File: src/logic/tocc_defines.vh
// constants for the timer output compare channel
`ifndef TOCC_DEFINES_VH
`define TOCC_DEFINES_VH
// ----------------------------------------------------------------------
// count source select codes
// ----------------------------------------------------------------------
`define TOCC_SRC_F1 3'h0
`define TOCC_SRC_F2 3'h1
`define TOCC_SRC_F4 3'h2
`define TOCC_SRC_F8 3'h3
`define TOCC_SRC_F32 3'h4
`define TOCC_SRC_EXT 3'h5
`define TOCC_SRC_FOSC 3'h6
// ----------------------------------------------------------------------
// counter clear select codes
// ----------------------------------------------------------------------
`define TOCC_CLR_FREE 3'h0
`define TOCC_CLR_MATCH_A 2'h1
`define TOCC_CLR_MATCH_B 2'h2
// ----------------------------------------------------------------------
// external edge select codes
// ----------------------------------------------------------------------
`define TOCC_EDGE_RISE 2'h0
`define TOCC_EDGE_FALL 2'h1
`define TOCC_EDGE_BOTH 2'h2
// ----------------------------------------------------------------------
// match action codes
// ----------------------------------------------------------------------
`define TOCC_ACT_NONE 2'h0
`define TOCC_ACT_LOW 2'h1
`define TOCC_ACT_HIGH 2'h2
`define TOCC_ACT_TOGGLE 2'h3
// ----------------------------------------------------------------------
// filter and counter sizes
// ----------------------------------------------------------------------
`define TOCC_FILT_SAMPLES 3
`define TOCC_CNT_MAX 16'hFFFF
`define TOCC_CNT_RST 16'h0000
`define TOCC_PRESC_F2 5'h01
`define TOCC_PRESC_F4 5'h03
`define TOCC_PRESC_F8 5'h07
`define TOCC_PRESC_F32 5'h1F
`endif

File: src/logic/tocc_channel.v
// one output compare timer channel with pin filters
// Overview of operation
// [RULE1] a pin level is accepted after three identical samples
// [RULE2] filter use and sampling clock are chosen per channel; the code sets filter use per pin (bits 3:0), sampling clock per channel
// [RULE3] counter is compared with every match value continuously
// [RULE4] a match drives the configured level onto its pin
// [RULE5] each pin and match register pair selects compare or other mode
// [RULE6] count source is f1, f2, f4, f8, f32 or fast oscillator
// [RULE7] counter may step on the chosen edge of the external input
// [RULE8] clear select zero gives a free running 65536 count period
// [RULE9] clear select 01b or 10b clears on match, period n+1
// [RULE10] writing one to the run bit starts counting
// [RULE11] in stop mode one, writing zero stops, pins hold level
// [RULE12] in stop mode zero, period match stops counter, pin holds
// [RULE13] unfiltered inputs must be held three operation clocks outside
// [RULE14] request raised on any match and on overflow
// [RULE15] match level is low, high or toggle; initial level programmable
// [RULE16] 16 bit counter wraps to zero and flags overflow
// [RULE17] each match sets a sticky status flag software clears
`timescale 1ns/1ps
`include "tocc_defines.vh"
module tocc_channel (
  mclk,
  sys_rst,
  fast_oscillator_clock,
  external_count_input,
  pin_in,
  count_run_wr,
  count_run_bit,
  stop_mode_select,
  source_select,
  edge_select,
  counter_clear_select,
  compare_enable,
  match_action,
  initial_level,
  filter_config_reg,
  match_value_reg0,
  match_value_reg1,
  match_value_reg2,
  match_value_reg3,
  match_clear,
  ovf_clear,
  channel_counter,
  counter_running,
  compare_pin,
  compare_pin_oe,
  filtered_in,
  match_flag,
  ovf_flag,
  irq_req
);
  input wire mclk;
  input wire sys_rst;
  input wire fast_oscillator_clock;
  input wire external_count_input;
  input wire [3:0] pin_in;
  input wire count_run_wr;
  input wire count_run_bit;
  input wire stop_mode_select;
  input wire [2:0] source_select;
  input wire [1:0] edge_select;
  input wire [2:0] counter_clear_select;
  input wire [3:0] compare_enable;
  input wire [7:0] match_action;
  input wire [3:0] initial_level;
  // bits 3:0 per pin filter enable, bits 5:4 sampling clock choice
  input wire [5:0] filter_config_reg;
  input wire [15:0] match_value_reg0;
  input wire [15:0] match_value_reg1;
  input wire [15:0] match_value_reg2;
  input wire [15:0] match_value_reg3;
  input wire [3:0] match_clear;
  input wire ovf_clear;
  output reg [15:0] channel_counter;
  output reg counter_running;
  output reg [3:0] compare_pin;
  output reg [3:0] compare_pin_oe;
  output wire [3:0] filtered_in;
  output reg [3:0] match_flag;
  output reg ovf_flag;
  output reg irq_req;

  // ----------------------------------------------------------------------
  // helpers
  // ----------------------------------------------------------------------
  function pin_action;
    input [1:0] act;
    input cur;
    begin
      case (act)
        `TOCC_ACT_LOW: pin_action = 1'b0;
        `TOCC_ACT_HIGH: pin_action = 1'b1;
        `TOCC_ACT_TOGGLE: pin_action = ~cur;
        default: pin_action = cur;
      endcase
    end
  endfunction

  // ----------------------------------------------------------------------
  // pin synchronisers and filters
  // ----------------------------------------------------------------------
  wire [3:0] pin_sync;
  wire ext_sync;
  wire osc_sync;
  reg [4:0] presc_r;
  reg osc_d_r;
  reg ext_d_r;
  wire osc_tick;
  reg filt_tick;
  assign osc_tick = osc_sync & ~osc_d_r;

  always @* begin
    case (filter_config_reg[5:4]) // [RULE2]
      2'h0: filt_tick = 1'b1;
      2'h1: filt_tick = (presc_r[2:0] == 3'h7);
      2'h2: filt_tick = (presc_r == `TOCC_PRESC_F32);
      default: filt_tick = osc_tick;
    endcase
  end

  genvar g;
  generate
    for (g = 0; g < 4; g = g + 1) begin : pin_g
      tocc_sync u_sync (
        .mclk(mclk),
        .sys_rst(sys_rst),
        .din(pin_in[g]),
        .dout(pin_sync[g])
      );
      tocc_filter u_filt (
        .mclk(mclk),
        .sys_rst(sys_rst),
        .din(pin_sync[g]),
        .filter_enable_bit(filter_config_reg[g]),
        .sample_tick(filt_tick),
        .dout(filtered_in[g])
      );
    end
  endgenerate

  tocc_sync u_ext_sync (
    .mclk(mclk),
    .sys_rst(sys_rst),
    .din(external_count_input),
    .dout(ext_sync)
  );
  tocc_sync u_osc_sync (
    .mclk(mclk),
    .sys_rst(sys_rst),
    .din(fast_oscillator_clock),
    .dout(osc_sync)
  );

  // ----------------------------------------------------------------------
  // count source
  // ----------------------------------------------------------------------
  reg cnt_tick;
  always @* begin
    case (source_select) // [RULE6]
      `TOCC_SRC_F1: cnt_tick = 1'b1;
      `TOCC_SRC_F2: cnt_tick = (presc_r[0] == 1'b1);
      `TOCC_SRC_F4: cnt_tick = (presc_r[1:0] == 2'h3);
      `TOCC_SRC_F8: cnt_tick = (presc_r[2:0] == 3'h7);
      `TOCC_SRC_F32: cnt_tick = (presc_r == `TOCC_PRESC_F32);
      `TOCC_SRC_FOSC: cnt_tick = osc_tick;
      `TOCC_SRC_EXT: begin
        case (edge_select) // [RULE7]
          `TOCC_EDGE_RISE: cnt_tick = ext_sync & ~ext_d_r;
          `TOCC_EDGE_FALL: cnt_tick = ~ext_sync & ext_d_r;
          default: cnt_tick = ext_sync ^ ext_d_r;
        endcase
      end
      default: cnt_tick = 1'b0;
    endcase
  end

  // ----------------------------------------------------------------------
  // compare and clear decisions
  // ----------------------------------------------------------------------
  wire [3:0] match_hit;
  // a match counts only while the counter rests on the value for a tick
  assign match_hit[0] = (channel_counter == match_value_reg0); // [RULE3]
  assign match_hit[1] = (channel_counter == match_value_reg1); // [RULE3]
  assign match_hit[2] = (channel_counter == match_value_reg2); // [RULE3]
  assign match_hit[3] = (channel_counter == match_value_reg3); // [RULE3]
  wire step;
  wire [3:0] match_ev;
  wire ovf_ev;
  wire clr_on_match;
  wire self_stop;
  assign step = counter_running & cnt_tick;
  assign match_ev = step ? match_hit : 4'h0;
  assign ovf_ev = step & (channel_counter == `TOCC_CNT_MAX); // [RULE16]
  assign clr_on_match = ((counter_clear_select[1:0] == `TOCC_CLR_MATCH_A) & match_ev[0]) |
                        ((counter_clear_select[1:0] == `TOCC_CLR_MATCH_B) & match_ev[1]); // [RULE9]
  assign self_stop = ~stop_mode_select & match_ev[0]; // [RULE12]

  // ----------------------------------------------------------------------
  // state
  // ----------------------------------------------------------------------
  integer k;
  always @(posedge mclk or posedge sys_rst) begin
    if (sys_rst) begin
      presc_r <= 5'h00;
      osc_d_r <= 1'b0;
      ext_d_r <= 1'b0;
      channel_counter <= `TOCC_CNT_RST;
      counter_running <= 1'b0;
      compare_pin <= 4'h0;
      compare_pin_oe <= 4'h0;
      match_flag <= 4'h0;
      ovf_flag <= 1'b0;
      irq_req <= 1'b0;
    end else begin
      presc_r <= presc_r + 5'h01;
      osc_d_r <= osc_sync;
      ext_d_r <= ext_sync;
      compare_pin_oe <= compare_enable; // [RULE5]
      irq_req <= (|match_ev) | ovf_ev; // [RULE14]
      if (count_run_wr && count_run_bit && !counter_running) begin
        counter_running <= 1'b1; // [RULE10]
        for (k = 0; k < 4; k = k + 1) begin
          compare_pin[k] <= initial_level[k]; // [RULE15]
        end
      end else if (count_run_wr && !count_run_bit && stop_mode_select) begin
        counter_running <= 1'b0; // [RULE11]
      end else if (self_stop) begin
        counter_running <= 1'b0; // [RULE12]
      end
      if (step) begin
        if (clr_on_match) begin
          channel_counter <= `TOCC_CNT_RST; // [RULE9]
        end else begin
          channel_counter <= channel_counter + 16'h0001; // [RULE8] [RULE16]
        end
      end
      for (k = 0; k < 4; k = k + 1) begin
        if (match_ev[k] && compare_enable[k]) begin
          compare_pin[k] <= pin_action(match_action[2*k+1 -: 2], compare_pin[k]); // [RULE4]
        end
        // set wins over software clear
        if (match_ev[k]) begin
          match_flag[k] <= 1'b1; // [RULE17]
        end else if (match_clear[k]) begin
          match_flag[k] <= 1'b0;
        end
      end
      if (ovf_ev) begin
        ovf_flag <= 1'b1; // [RULE16]
      end else if (ovf_clear) begin
        ovf_flag <= 1'b0;
      end
    end
  end
endmodule

File: src/logic/tocc_sync.v
// two flop synchroniser for one pin level
`timescale 1ns/1ps
module tocc_sync (
  mclk,
  sys_rst,
  din,
  dout
);
  input wire mclk;
  input wire sys_rst;
  input wire din;
  output reg dout;
  reg meta_r;
  always @(posedge mclk or posedge sys_rst) begin
    if (sys_rst) begin
      meta_r <= 1'b0;
      dout <= 1'b0;
    end else begin
      meta_r <= din;
      dout <= meta_r;
    end
  end
endmodule

File: src/logic/tocc_filter.v
// three sample digital noise filter for one pin
`timescale 1ns/1ps
`include "tocc_defines.vh"
module tocc_filter (
  mclk,
  sys_rst,
  din,
  filter_enable_bit,
  sample_tick,
  dout
);
  input wire mclk;
  input wire sys_rst;
  input wire din;
  input wire filter_enable_bit;
  input wire sample_tick;
  output reg dout;
  reg s1_r;
  reg s2_r;
  reg s3_r;
  // ----------------------------------------------------------------------
  // sample shift and level decision
  // ----------------------------------------------------------------------
  always @(posedge mclk or posedge sys_rst) begin
    if (sys_rst) begin
      s1_r <= 1'b0;
      s2_r <= 1'b0;
      s3_r <= 1'b0;
      dout <= 1'b0;
    end else begin
      if (sample_tick) begin
        s1_r <= din;
        s2_r <= s1_r;
        s3_r <= s2_r;
      end
      if (!filter_enable_bit) begin
        dout <= din; // [RULE2]
      end else if (s1_r == s2_r && s2_r == s3_r) begin
        dout <= s3_r; // [RULE1]
      end
    end
  end
endmodule

File: config.mk
export PLATFORM = sky130hd
export DESIGN_NAME = tocc_channel
export DESIGN_NICKNAME = d
export VERILOG_FILES = /design/src/logic/tocc_channel.v /design/src/logic/tocc_sync.v /design/src/logic/tocc_filter.v
export VERILOG_INCLUDE_DIRS = /design/src /design/src/logic
export SDC_FILE = /design/constraint.sdc
export NUM_CORES = 1
export LEC_CHECK = 0
export BUFFER_PORTS_ARGS = -buffer_cell sky130_fd_sc_hd__buf_2
export CORE_MARGIN = 8
export CORE_UTILIZATION = 45
export CTS_CLUSTER_DIAMETER = 60
export DETAILED_ROUTE_END_ITERATION = 10
export PLACE_DENSITY = 0.88
export SYNTH_ARGS = -nofsm -noshare
export SYNTH_HDL_FRONTEND = slang
export SYNTH_HIERARCHICAL = 1
export SYNTH_SLANG_ARGS = --single-unit
export TNS_END_PERCENT = 10
File: constraint.sdc
create_clock -name mclk -period 2.7 [get_ports mclk]
set_clock_uncertainty 0.1 [all_clocks]
set_input_delay 0.27 -clock mclk [delete_from_list [all_inputs] [get_ports mclk]]
set_output_delay 0.27 -clock mclk [all_outputs]
set_load 0.05 [all_outputs]
==> results of run 1 <==
[synth_stat cells]
cell	count	area (sq um)
dfrtp_1	66	1650
xnor2_1	33	289
xor2_1	32	280
inv_1	31	116
nand2_1	29	109
clkbuf_1	20	75.1
nor2_1	16	60.1
nand4_1	14	87.6
nand3_1	13	65.1
a21oi_1	12	60.1
ha_1	12	150
nor4_1	11	68.8
o21ai_0	10	50.1
and3_1	9	56.3
mux2_1	8	90.1
nor2b_1	8	50.1
a221o_1	7	70.1
mux2_2	7	78.8
nor3_1	5	25.0
o21ai_1	5	25.0
o22ai_1	5	31.3
a31oi_1	4	25.0
mux2_4	4	60.1
a21o_1	2	15.0
a22o_1	2	17.5
nand2b_1	2	12.5
nand3b_1	2	15.0
nor3b_1	2	15.0
a2111oi_0	1	8.76
a22oi_1	1	7.51
a311oi_1	1	8.76
and4_1	1	8.76
buf_1	1	3.75
buf_2	1	5.00
mux4_2	1	22.5
nand2b_4	1	13.8
o211ai_1	1	7.51
o311ai_0	1	8.76
or2_2	1	6.26
or3_1	1	6.26
or3b_1	1	8.76
or4_1	1	7.51
or4b_1	1	10.0
[repair_timing]
| item | in CTS | in global routing |
|---|---|---|
| gates resized for setup | 6 | 18 |
| gates cloned | 0 | 2 |
| hold buffers | 13 | 0 |
| setup endpoints to repair | 22 | 22 |
| pin swaps | 1 | 3 |
| buffers inserted | 1 | 3 |
| endpoints found under the hold margin | 40 | 0 |
[registers in the layout, indices dropped and copies added, names as in the netlist, 4 cells and up]
name and cells:
compare_pin 4, pin_g.u_filt/s1_r 4, match_flag 4, pin_g.u_sync/meta_r 4, pin_g.u_sync/dout 4, pin_g.u_filt/s3_r 4, presc_r 5, compare_pin_oe 4
pin_g.u_filt/dout 4, channel_counter 16, pin_g.u_filt/s2_r 4
[logic make-up after synthesis]
family / count (synthesis) / share of synthesized area [%]
DFF: 66 / 43.7
muxes: 20 / 6.65
AOI/OAI and AO/OA: 52 / 8.86
xor gates and xnor gates: 65 / 15.0
buffers and inverters: 53 / 5.29
adders and majority gates: 12 / 3.97
and+or+nand+nor: 118 / 16.5
[power by group]
part / leakage [uW] / internal (uW) / switching (uW)
clock network: 0.000124 / 623 / 411
registers: 0.000785 / 1120 / 131
logic: 0.00168 / 564 / 887
total: 0.00259 / 2300 / 1430
[cell type report]
type	instances	share of cell area [%]
Inverter	31	2.19
Tap cell	105	2.47
Clock inverter	7	2.35
Sequential cell	66	31.1
Clock buffer	9	2.33
Multi-Input combinational cell	267	38.2
Timing Repair Buffer	189	21.5
[worst min path at each step]
stage,start,endpoint,slack [ns],cells after the start
after floorplan,sys_rst,pin_g[0].u_sync/dout$_DFF_PP0_,-0.09,1
after global placement,sys_rst,pin_g[2].u_sync/dout$_DFF_PP0_,0.13,2
after detailed placement,sys_rst,pin_g[0].u_sync/dout$_DFF_PP0_,0.14,2
after CTS,match_clear[0],match_flag[0]$_DFFE_PP0P_,0.02,2
after global routing,match_clear[2],match_flag[2]$_DFFE_PP0P_,0.02,2
final,match_clear[0],match_flag[0]$_DFFE_PP0P_,0.02,2
[routing by layer]
| layer | GRT usage [%] | share of wire, % |
|---|---|---|
| met2 | 36.5 | 52 |
| met3 | 4.43 | 8.2 |
| met5 | 0 | 0 |
| met1 | 23.7 | 38 |
| met4 | 7.73 | 1.8 |
[metrics by stage]
stage	instances	instance area (sq um)	worst slack [ns]	power, uW
6_report	674	5320	-0.206	3730
5_1_grt	674	5320	-0.254	3920
4_1_cts	669	5160	-0.133	3690
3_5_place_dp	639	4760	-0.176	2630
3_3_place_gp	639	4760	-0.0819	2560
2_1_floorplan	386	3790	-0.126	2180
[critical path: stages, from the launching register on]
cell and delay [ns]:
dfrtp_1 0.36, ha_2 0.19, and3_4 0.19, ha_4 0.12, nor2_1 0.03, mux4_2 0.45, or4_4 0.58, nand2b_4 0.17
o311ai_0 0.38, o211ai_1 0.18
==> results.cfg, run 1 <==
[die]
start_util_pct = 46.3
die_h_microns = 108
die_area_sq_um = 11600
core_region_area_sq_um = 8180
rows = 33
fp.dieW_microns = 108
io_pins = 145

[logic_synthesis]
ys_types = 43
syn-mean-instance-area_sq_um = 9.80
synth_cells = 386
netlist_area_sq_um = 3780
synth-seq-cells = 66
yosysWarnings = 6
yosysSeqAreaShare_pct = 43.7
syn_nets = 508

[timing]
fin_ws_ns = -0.206
fin_crit_ns = 2.91
fin_tns_setup_ns = -1.23
fin_hold_ws_ns = 0.0215
slew_viol_final = 0
worst_pin_slew_ns = 0.685
timing.final.crit_share_pct = 108
finalHoldViolations = 0
slew_headroom_pct = 53.9
setup_violations = 16
rsz0062_at_grt = yes
clock.fmax_mhz = 344

[clocking]
cts.sinks = 66
htreeDepth = 3
cts-buffers-inserted = 9
path_clk_slew_ns = 0.08
root_buffer = clkbuf_8
cts_tree = built
cts_buffer_depth = 2
clk_latency_ns = 0.33

[worst_setup_path]
reg2reg_to = compare_pin[1]$_DFFE_PP0P_
ff2ff_path_depth = 9
worst_ep_arrival_time_ns = 2.99
required_ns = 2.78
cp-endpoint = compare_pin[1]$_DFFE_PP0P_
startpoint_type = flop
cp_max_fo = 4
rrSetupSlack_ns = -0.21
critPathKind = reg -> reg
cp-end-kind = flop
crit_start = presc_r[0]$_DFF_PP0_
reg2reg_from = presc_r[0]$_DFF_PP0_

[finish]
layout_common_cells = buf_2, dfrtp_1, xnor2_1, xor2_1, inv_1
antennaDiodeCount = 0
final_common_cell = buf_2
fillers = 642
fin_util_pct = 65.1
multiInputGateArea_sq_um = 2030
areaGrowthSynthToFinish_pct = 40.6
drive_gt1_share_pct = 38.8
seqCellArea_sq_um = 1650
fin_nets = 686

[route]
post-route-drc-count = 0
viasPerCell = 5.38
drtAntennaViolNets = 0
totalWireLength_microns = 12400
first_pass_iters = 4
drt_iter0_drc = 195
vias = 3629
avgRoutedWirePerCell_microns = 18.4

[outcome]
outcome = finished with violations
violations = negative setup slack

[hold_path]
hp-class = in -> reg

[grt]
grt_max_degree = 39
antenna_found_initial = 0
grtUsageTotal_pct = 20.6
grt_pass1_vias = 3891
overflow = 0
grt_first_pass_wirelength_microns = 19000

[place]
place.gp.congestion = 0.894
io_buffers = 143
dp_hpwl_microns = 9430

[power]
p_leak_uw = 0.00259
ir_drop_v = 0.000524
pwr_density_cell_nw_per_um2 = 702

[flow_run]
max-cap-violations = 0
(Power assumes the default switching activity.)
==> inputs of run 2 (changes only) <==
SKIP_CTS_REPAIR_TIMING = 1   (was default)
==> run 2 against run 1 <==
Effect of this change:
- the run still ends with negative setup slack left
- maximum frequency decreased by 0.97%
- die area unchanged
- count of clock-buffer cells in the layout unchanged
- global-route usage decreased by 0.33 points
- total power about the same
- final area increased by 0.16%
- via count increased by 0.94%
- hold slack got worse by 0.0075 ns
- first-iteration DRC count increased by 47%
- worst setup slack got worse by 0.029 ns
- clock power about the same
==> results.cfg, run 2 (synthesis gave the netlist of run 1 again) <==
[timing]
clock.fmax_mhz = 341
slew_headroom_pct = 56.7
fin_tns_setup_ns = -1.01
fin_crit_ns = 2.93
fin_ws_ns = -0.235
timing.final.crit_share_pct = 109
setup_violations = 17
finalHoldViolations = 0
worst_pin_slew_ns = 0.644
rsz0062_at_grt = yes
slew_viol_final = 0

[finish]
areaGrowthSynthToFinish_pct = 40.8
drive_gt1_share_pct = 39.1
antennaDiodeCount = 0
fin_util_pct = 65.2
top_regs = channel_counter (16), presc_r (5)
final_common_cell = buf_2
layout_common_cells = buf_2, dfrtp_1, xnor2_1, xor2_1
regMostFlops = channel_counter
layoutNonFillerInstCount = 676
fin_nets = 688
largest_register_ff_count = 16

[die]
start_util_pct = 46.3
die_area_sq_um = 11600
fp.dieW_microns = 108
io_pins = 145
rows = 33
core_region_area_sq_um = 8180
die_h_microns = 108

[worst_setup_path]
crit_chain = ha_2 -> and3_4 -> ha_4 -> nor2_1 -> mux4_2 -> or4_4 -> nand2b_4 -> o311ai_0 -> o211ai_1
cp-end-kind = flop
crit_slowest_cell = or4_4
cpPeakStageDelay_ns = 0.58
path_delay_family = simple AND/OR/NAND/NOR gates
crit_buf_inv = 0
cp_max_fo = 4
rrSetupSlack_ns = -0.23
critPathKind = reg -> reg
worst_ep_arrival_time_ns = 3.02
startpoint_type = flop
required_ns = 2.79

[grt]
overflow = 0
grt_first_pass_wirelength_microns = 18700
antenna_found_initial = 0
grtUsageTotal_pct = 20.3
grt_pass1_vias = 3857
grt_max_degree = 39

[power]
p_leak_uw = 0.00260
switchingPower_uw = 1430
intPower_uw = 2300
pwr_density_cell_nw_per_um2 = 700
pwr-share-clk_pct = 27.8
pwr-share-comb_pct = 38.8
ir_drop_v = 0.000525
p_sw_share_pct = 38.2
p_seq_share_pct = 33.4

[hold_path]
hp-class = in -> reg

[clocking]
htreeDepth = 3
cts_tree = built
path_clk_slew_ns = 0.08
clk_latency_ns = 0.33
cts_buffer_depth = 2
cts.sinks = 66
cts-buffers-inserted = 9
root_buffer = clkbuf_8

[place]
place.gp.congestion = 0.894
pre_cts_slack_ns = -0.176
placed_cells = 639
io_buffers = 143
dp_hpwl_microns = 9430

[route]
drt_iter0_drc = 286
first_pass_iters = 5
avgRoutedWirePerCell_microns = 18.5
viasPerCell = 5.42
vias = 3663
drtAntennaViolNets = 0
totalWireLength_microns = 12500
post-route-drc-count = 0

[outcome]
outcome = finished with violations
violations = negative setup slack

[flow_run]
max-cap-violations = 0
[run 2: worst reg2reg max path, delay by kind of cell (launching register included)]
family / cells / cell delay (ns)
and+or+nand+nor: 4 / 0.99
AOI/OAI and AO/OA: 2 / 0.57
muxes: 1 / 0.45
DFF: 1 / 0.37
adders and majority gates: 2 / 0.31
[run 2: power groups by stage]
stage	clock, uW	combinational [uW]	sequential (uW)
finish	1040	1450	1250
global route	1100	1560	1260
CTS	1050	1370	1250
detailed placement	0	1360	1260
global placement	0	1300	1250
floorplan	0	690	1490
[run 2: path summary, 6_finish.rpt]
| path | from | end | depth (start not counted) |
|---|---|---|---|
| hold reg to reg | pin_g[0].u_sync/meta_r$_DFF_PP0_ | pin_g[0].u_sync/dout$_DFF_PP0_ | 0 |
| hold / removal | match_clear[0] | match_flag[0]$_DFFE_PP0P_ | 2 |
| setup reg to reg | presc_r[1]$_DFF_PP0_ | compare_pin[1]$_DFFE_PP0P_ | 9 |
| max in group asynchronous | sys_rst | presc_r[2]$_DFF_PP0_ | 4 |
| setup / recovery | presc_r[1]$_DFF_PP0_ | compare_pin[1]$_DFFE_PP0P_ | 9 |
| min in group asynchronous | sys_rst | pin_g[2].u_sync/meta_r$_DFF_PP0_ | 3 |
[run 2: metal layers]
layer	routed length [microns]	track usage, %	share of wire (%)	vias to the layer above
met5	0	0	0	-
met4	233	7.53	1.9	0
met3	987	4.07	7.9	23
met2	6450	36.2	51	181
met1	4860	23.3	39	1771
li1	-	-	-	1688
[run 2: layout make-up]
cell class,count,area (sq um)
repair buffers,191,1160
fillers,638,2850
multi-input cells,267,2020
inverters,31,116
clock buffers,9,124
well taps,105,131
clock inverters,7,125
flip-flops and latches,66,1650
[run 2: metrics by stage]
step / hold slack (ns) / cell area, sq um / total power [uW]
CTS: -0.224 / 5000 / 3670
floorplan: -0.0888 / 3790 / 2180
global route: 0.0157 / 5330 / 3920
finish: 0.0140 / 5330 / 3730
global placement: 0.130 / 4760 / 2560
detailed placement: 0.138 / 4760 / 2630
==> inputs of run 3 (changes only) <==
--- a/config.mk
+++ b/config.mk
@@ -8,8 +8,9 @@
 export LEC_CHECK = 0
+export ABC_AREA = 1
 export BUFFER_PORTS_ARGS = -buffer_cell sky130_fd_sc_hd__buf_2
 export CORE_MARGIN = 8
-export CORE_UTILIZATION = 45
+export CORE_UTILIZATION = 54
 export CTS_CLUSTER_DIAMETER = 60
 export DETAILED_ROUTE_END_ITERATION = 10
-export PLACE_DENSITY = 0.88
+export PLACE_DENSITY = 0.93
 export SKIP_CTS_REPAIR_TIMING = 1
==> constraint.sdc (replaced) <==
create_clock -name mclk -period 2.8 [get_ports mclk]
set_clock_uncertainty 0.1 [all_clocks]
set_input_delay 0.14 -clock mclk [delete_from_list [all_inputs] [get_ports mclk]]
set_output_delay 0.14 -clock mclk [all_outputs]
set_load 0.05 [all_outputs]
==> run 3 against run 2 <==
Effect of this change:
- register-to-register slack gained 0.64 ns
- worst setup slack gained 0.64 ns
- synthesized area grew 36%
- maximum frequency grew 23%
- critical endpoint is now irq_req$_DFF_PP0_
- sequential power is essentially flat
- wire length grew 20%
- hold slack lost 0.029 ns
- the run ends with negative hold slack left
- combinational power shrank 11%
- critical path depth grew 3
- highest routed layer unchanged
- utilization grew 3.6 points
==> results.cfg, run 3 <==
[outcome]
outcome = finished with violations
violations = negative hold slack

[place]
dp_hpwl_microns = 11500
pre_cts_slack_ns = 0.493
io_buffers = 143
placed_cells = 1121
place.gp.congestion = 0.908

[route]
first_pass_iters = 5
avgRoutedWirePerCell_microns = 12.9
viasPerCell = 4.88
post-route-drc-count = 0
drtAntennaViolNets = 0
totalWireLength_microns = 15000
vias = 5659
drt_iter0_drc = 344

[logic_synthesis]
synth-seq-cells = 66
synth_cells = 860
post_synth_and_or_nand_nor_area_fraction_pct = 44.4
synth_compound_area_share_pct = 4.00
synth_edf_count = 0
ys_top_cells_by_count = nand2_1, inv_1, nor2_1
synth_top_flop_cell = dfrtp_1
yosysWarnings = 6
synth_fa_ha_area_share_pct = 2.91
synthXorXnorAreaFrac_pct = 1.87
syn_nets = 982
yosysSeqAreaShare_pct = 32.0
synth.most_common_cell = nand2_1
synthTopCellsByArea = dfrtp_1, nand2_1, inv_1, nor2_1, nand3_1
ys_types = 37
yosysTopAreaCell = dfrtp_1
syn-mean-instance-area_sq_um = 6.00
synth_top_area_share_pct = 32.0
async_flop_share_pct = 100
netlist_area_sq_um = 5160
synth_mux_area_share_pct = 0
synth_top_family_by_area = simple AND/OR/NAND/NOR gates

[worst_setup_path]
crit_start = presc_r[0]$_DFF_PP0_
cp-end-kind = flop
worst_ep_arrival_time_ns = 2.58
crit_buf_inv = 0
path_depth = 12
crit_slowest_cell = dfrtp_1
crit_chain = ha_1 -> nand2_1 -> nor2_1 -> ha_1 -> nor2_1 -> a21oi_1 -> nand2_1 -> a21oi_4 -> nand3_1 -> nor2_1 -> nand3_1 -> nand2_1
cp-endpoint = irq_req$_DFF_PP0_
cpPeakStageDelay_ns = 0.41
reg2reg_to = irq_req$_DFF_PP0_
required_ns = 2.99
cp_max_fo = 11
rrSetupSlack_ns = 0.41
critPathKind = reg -> reg
startpoint_type = flop
ff2ff_path_depth = 12
path_delay_family = simple AND/OR/NAND/NOR gates
reg2reg_from = presc_r[0]$_DFF_PP0_

[power]
switchingPower_uw = 1450
pwr-share-clk_pct = 24.9
p_leak_uw = 0.00389
intPower_uw = 1890
p_sw_share_pct = 43.5
p_seq_share_pct = 36.6
pwr-share-comb_pct = 38.5
ir_drop_v = 0.000400
pwr_density_cell_nw_per_um2 = 526

[finish]
areaGrowthSynthToFinish_pct = 23.1
layoutNonFillerInstCount = 1159
fin_nets = 1145
regMostFlops = channel_counter
top_regs = channel_counter (16), presc_r (5)
drive_gt1_share_pct = 20.2
final_common_cell = nand2_1
layout_common_cells = nand2_1, inv_1, buf_2, nor2_1, dfrtp_1
largest_register_ff_count = 16

[clocking]
cts_buffer_depth = 2
cts.sinks = 66
clk_latency_ns = 0.35
path_clk_slew_ns = 0.08
htreeDepth = 3
cts_tree = built
root_buffer = clkbuf_8
cts-buffers-inserted = 9

[timing]
setup_violations = 0
fin_hold_ws_ns = -0.0147
rsz0062_at_grt = no
finalHoldViolations = 3
slew_viol_final = 0
clock.fmax_mhz = 418
fin_tns_setup_ns = 0
timing.final.crit_share_pct = 85.5
worst_pin_slew_ns = 0.514
fin_ws_ns = 0.406
fin_crit_ns = 2.39
slew_headroom_pct = 65.8

[grt]
overflow = 0
grt_pass1_vias = 5263
antenna_found_initial = 2
grtUsageTotal_pct = 22.3
grt_first_pass_wirelength_microns = 23400
grt_max_degree = 39

[die]
fp.dieW_microns = 114
start_util_pct = 55.8
rows = 35
die_area_sq_um = 12900
die_h_microns = 114
io_pins = 145
core_region_area_sq_um = 9240

[hold_path]
hp-class = in -> reg

[flow_run]
max-cap-violations = 0
## run 3: changes by cell type after synthesis, sizes merged, moves of 8 or more
cell / delta
buf: +12
mux2: -19
xnor2: -31
nor2b: -8
xor2: -23
nand3: +35
nor4: -11
and3: -9
nor2: +65
nand2: +370
clkbuf: -20
nor3: +8
inv: +139
## run 3: power groups by stage
stage	Clock, uW	Combinational (uW)	Sequential, uW
6_report	830	1290	1220
5_1_grt	874	1440	1240
4_1_cts	837	1260	1220
3_5_place_dp	0	1260	1240
3_3_place_gp	0	1220	1230
2_1_floorplan	0	761	1430
## run 3: worst min-delay path by stage
stage,startpoint,to,slack [ns],cells after the start
final,initial_level[3],compare_pin[3]$_DFFE_PP0P_,-0.01,5
after global routing,initial_level[3],compare_pin[3]$_DFFE_PP0P_,0.003,5
after CTS,sys_rst,u_osc_sync/meta_r$_DFF_PP0_,-0.38,2
after detailed placement,sys_rst,u_osc_sync/meta_r$_DFF_PP0_,0.008,2
after global placement,sys_rst,pin_g[1].u_sync/meta_r$_DFF_PP0_,0.005,2
after floorplan,sys_rst,pin_g[0].u_sync/dout$_DFF_PP0_,-0.22,1
## run 3: logic make-up (layout without fill, tap and decap cells)
family                     after synthesis  in the layout
AOI/OAI and AO/OA                       33             33
xor gates and xnor gates                11             11
adders and majority gates               12             12
buffers and inverters                  187            355
DFF                                     66             66
other                                    0              2
and+or+nand+nor                        551            551
## run 3: through the flow
| step | power, uW | util, % | cell area (sq um) |
|---|---|---|---|
| 5_1_grt | 3560 | 68.7 | 6350 |
| 4_1_cts | 3320 | 66.5 | 6140 |
| 2_1_floorplan | 2190 | - | 5160 |
| 3_5_place_dp | 2500 | 64.3 | 5940 |
| 6_report | 3340 | 68.7 | 6350 |
| 3_3_place_gp | 2460 | 64.3 | 5940 |
## run 3: layer usage
layer	GRT usage, %	part of all wire [%]	vias to the layer above
met5	0	0	-
met4	11.6	4.0	0
met3	4.38	6.2	48
met2	39.6	49	223
met1	24.7	41	2521
li1	-	-	2867
## run 3: cell type report
class                   instances  area [sq um]
flip-flops and latches         66          1650
clock buffers                   9           124
fillers                       778          2890
multi-input cells             607          2740
well taps                     129           161
clock inverters                 7          76.3
diodes                          2          5.00
repair buffers                166           938
inverters                     173           651
## run 3: worst min-delay path, cell delays in order
cell     delay [ns]
buf_2          0.08
nand2_1        0.04
nand2_1        0.05
nand2_1        0.04
nand2_1        0.05
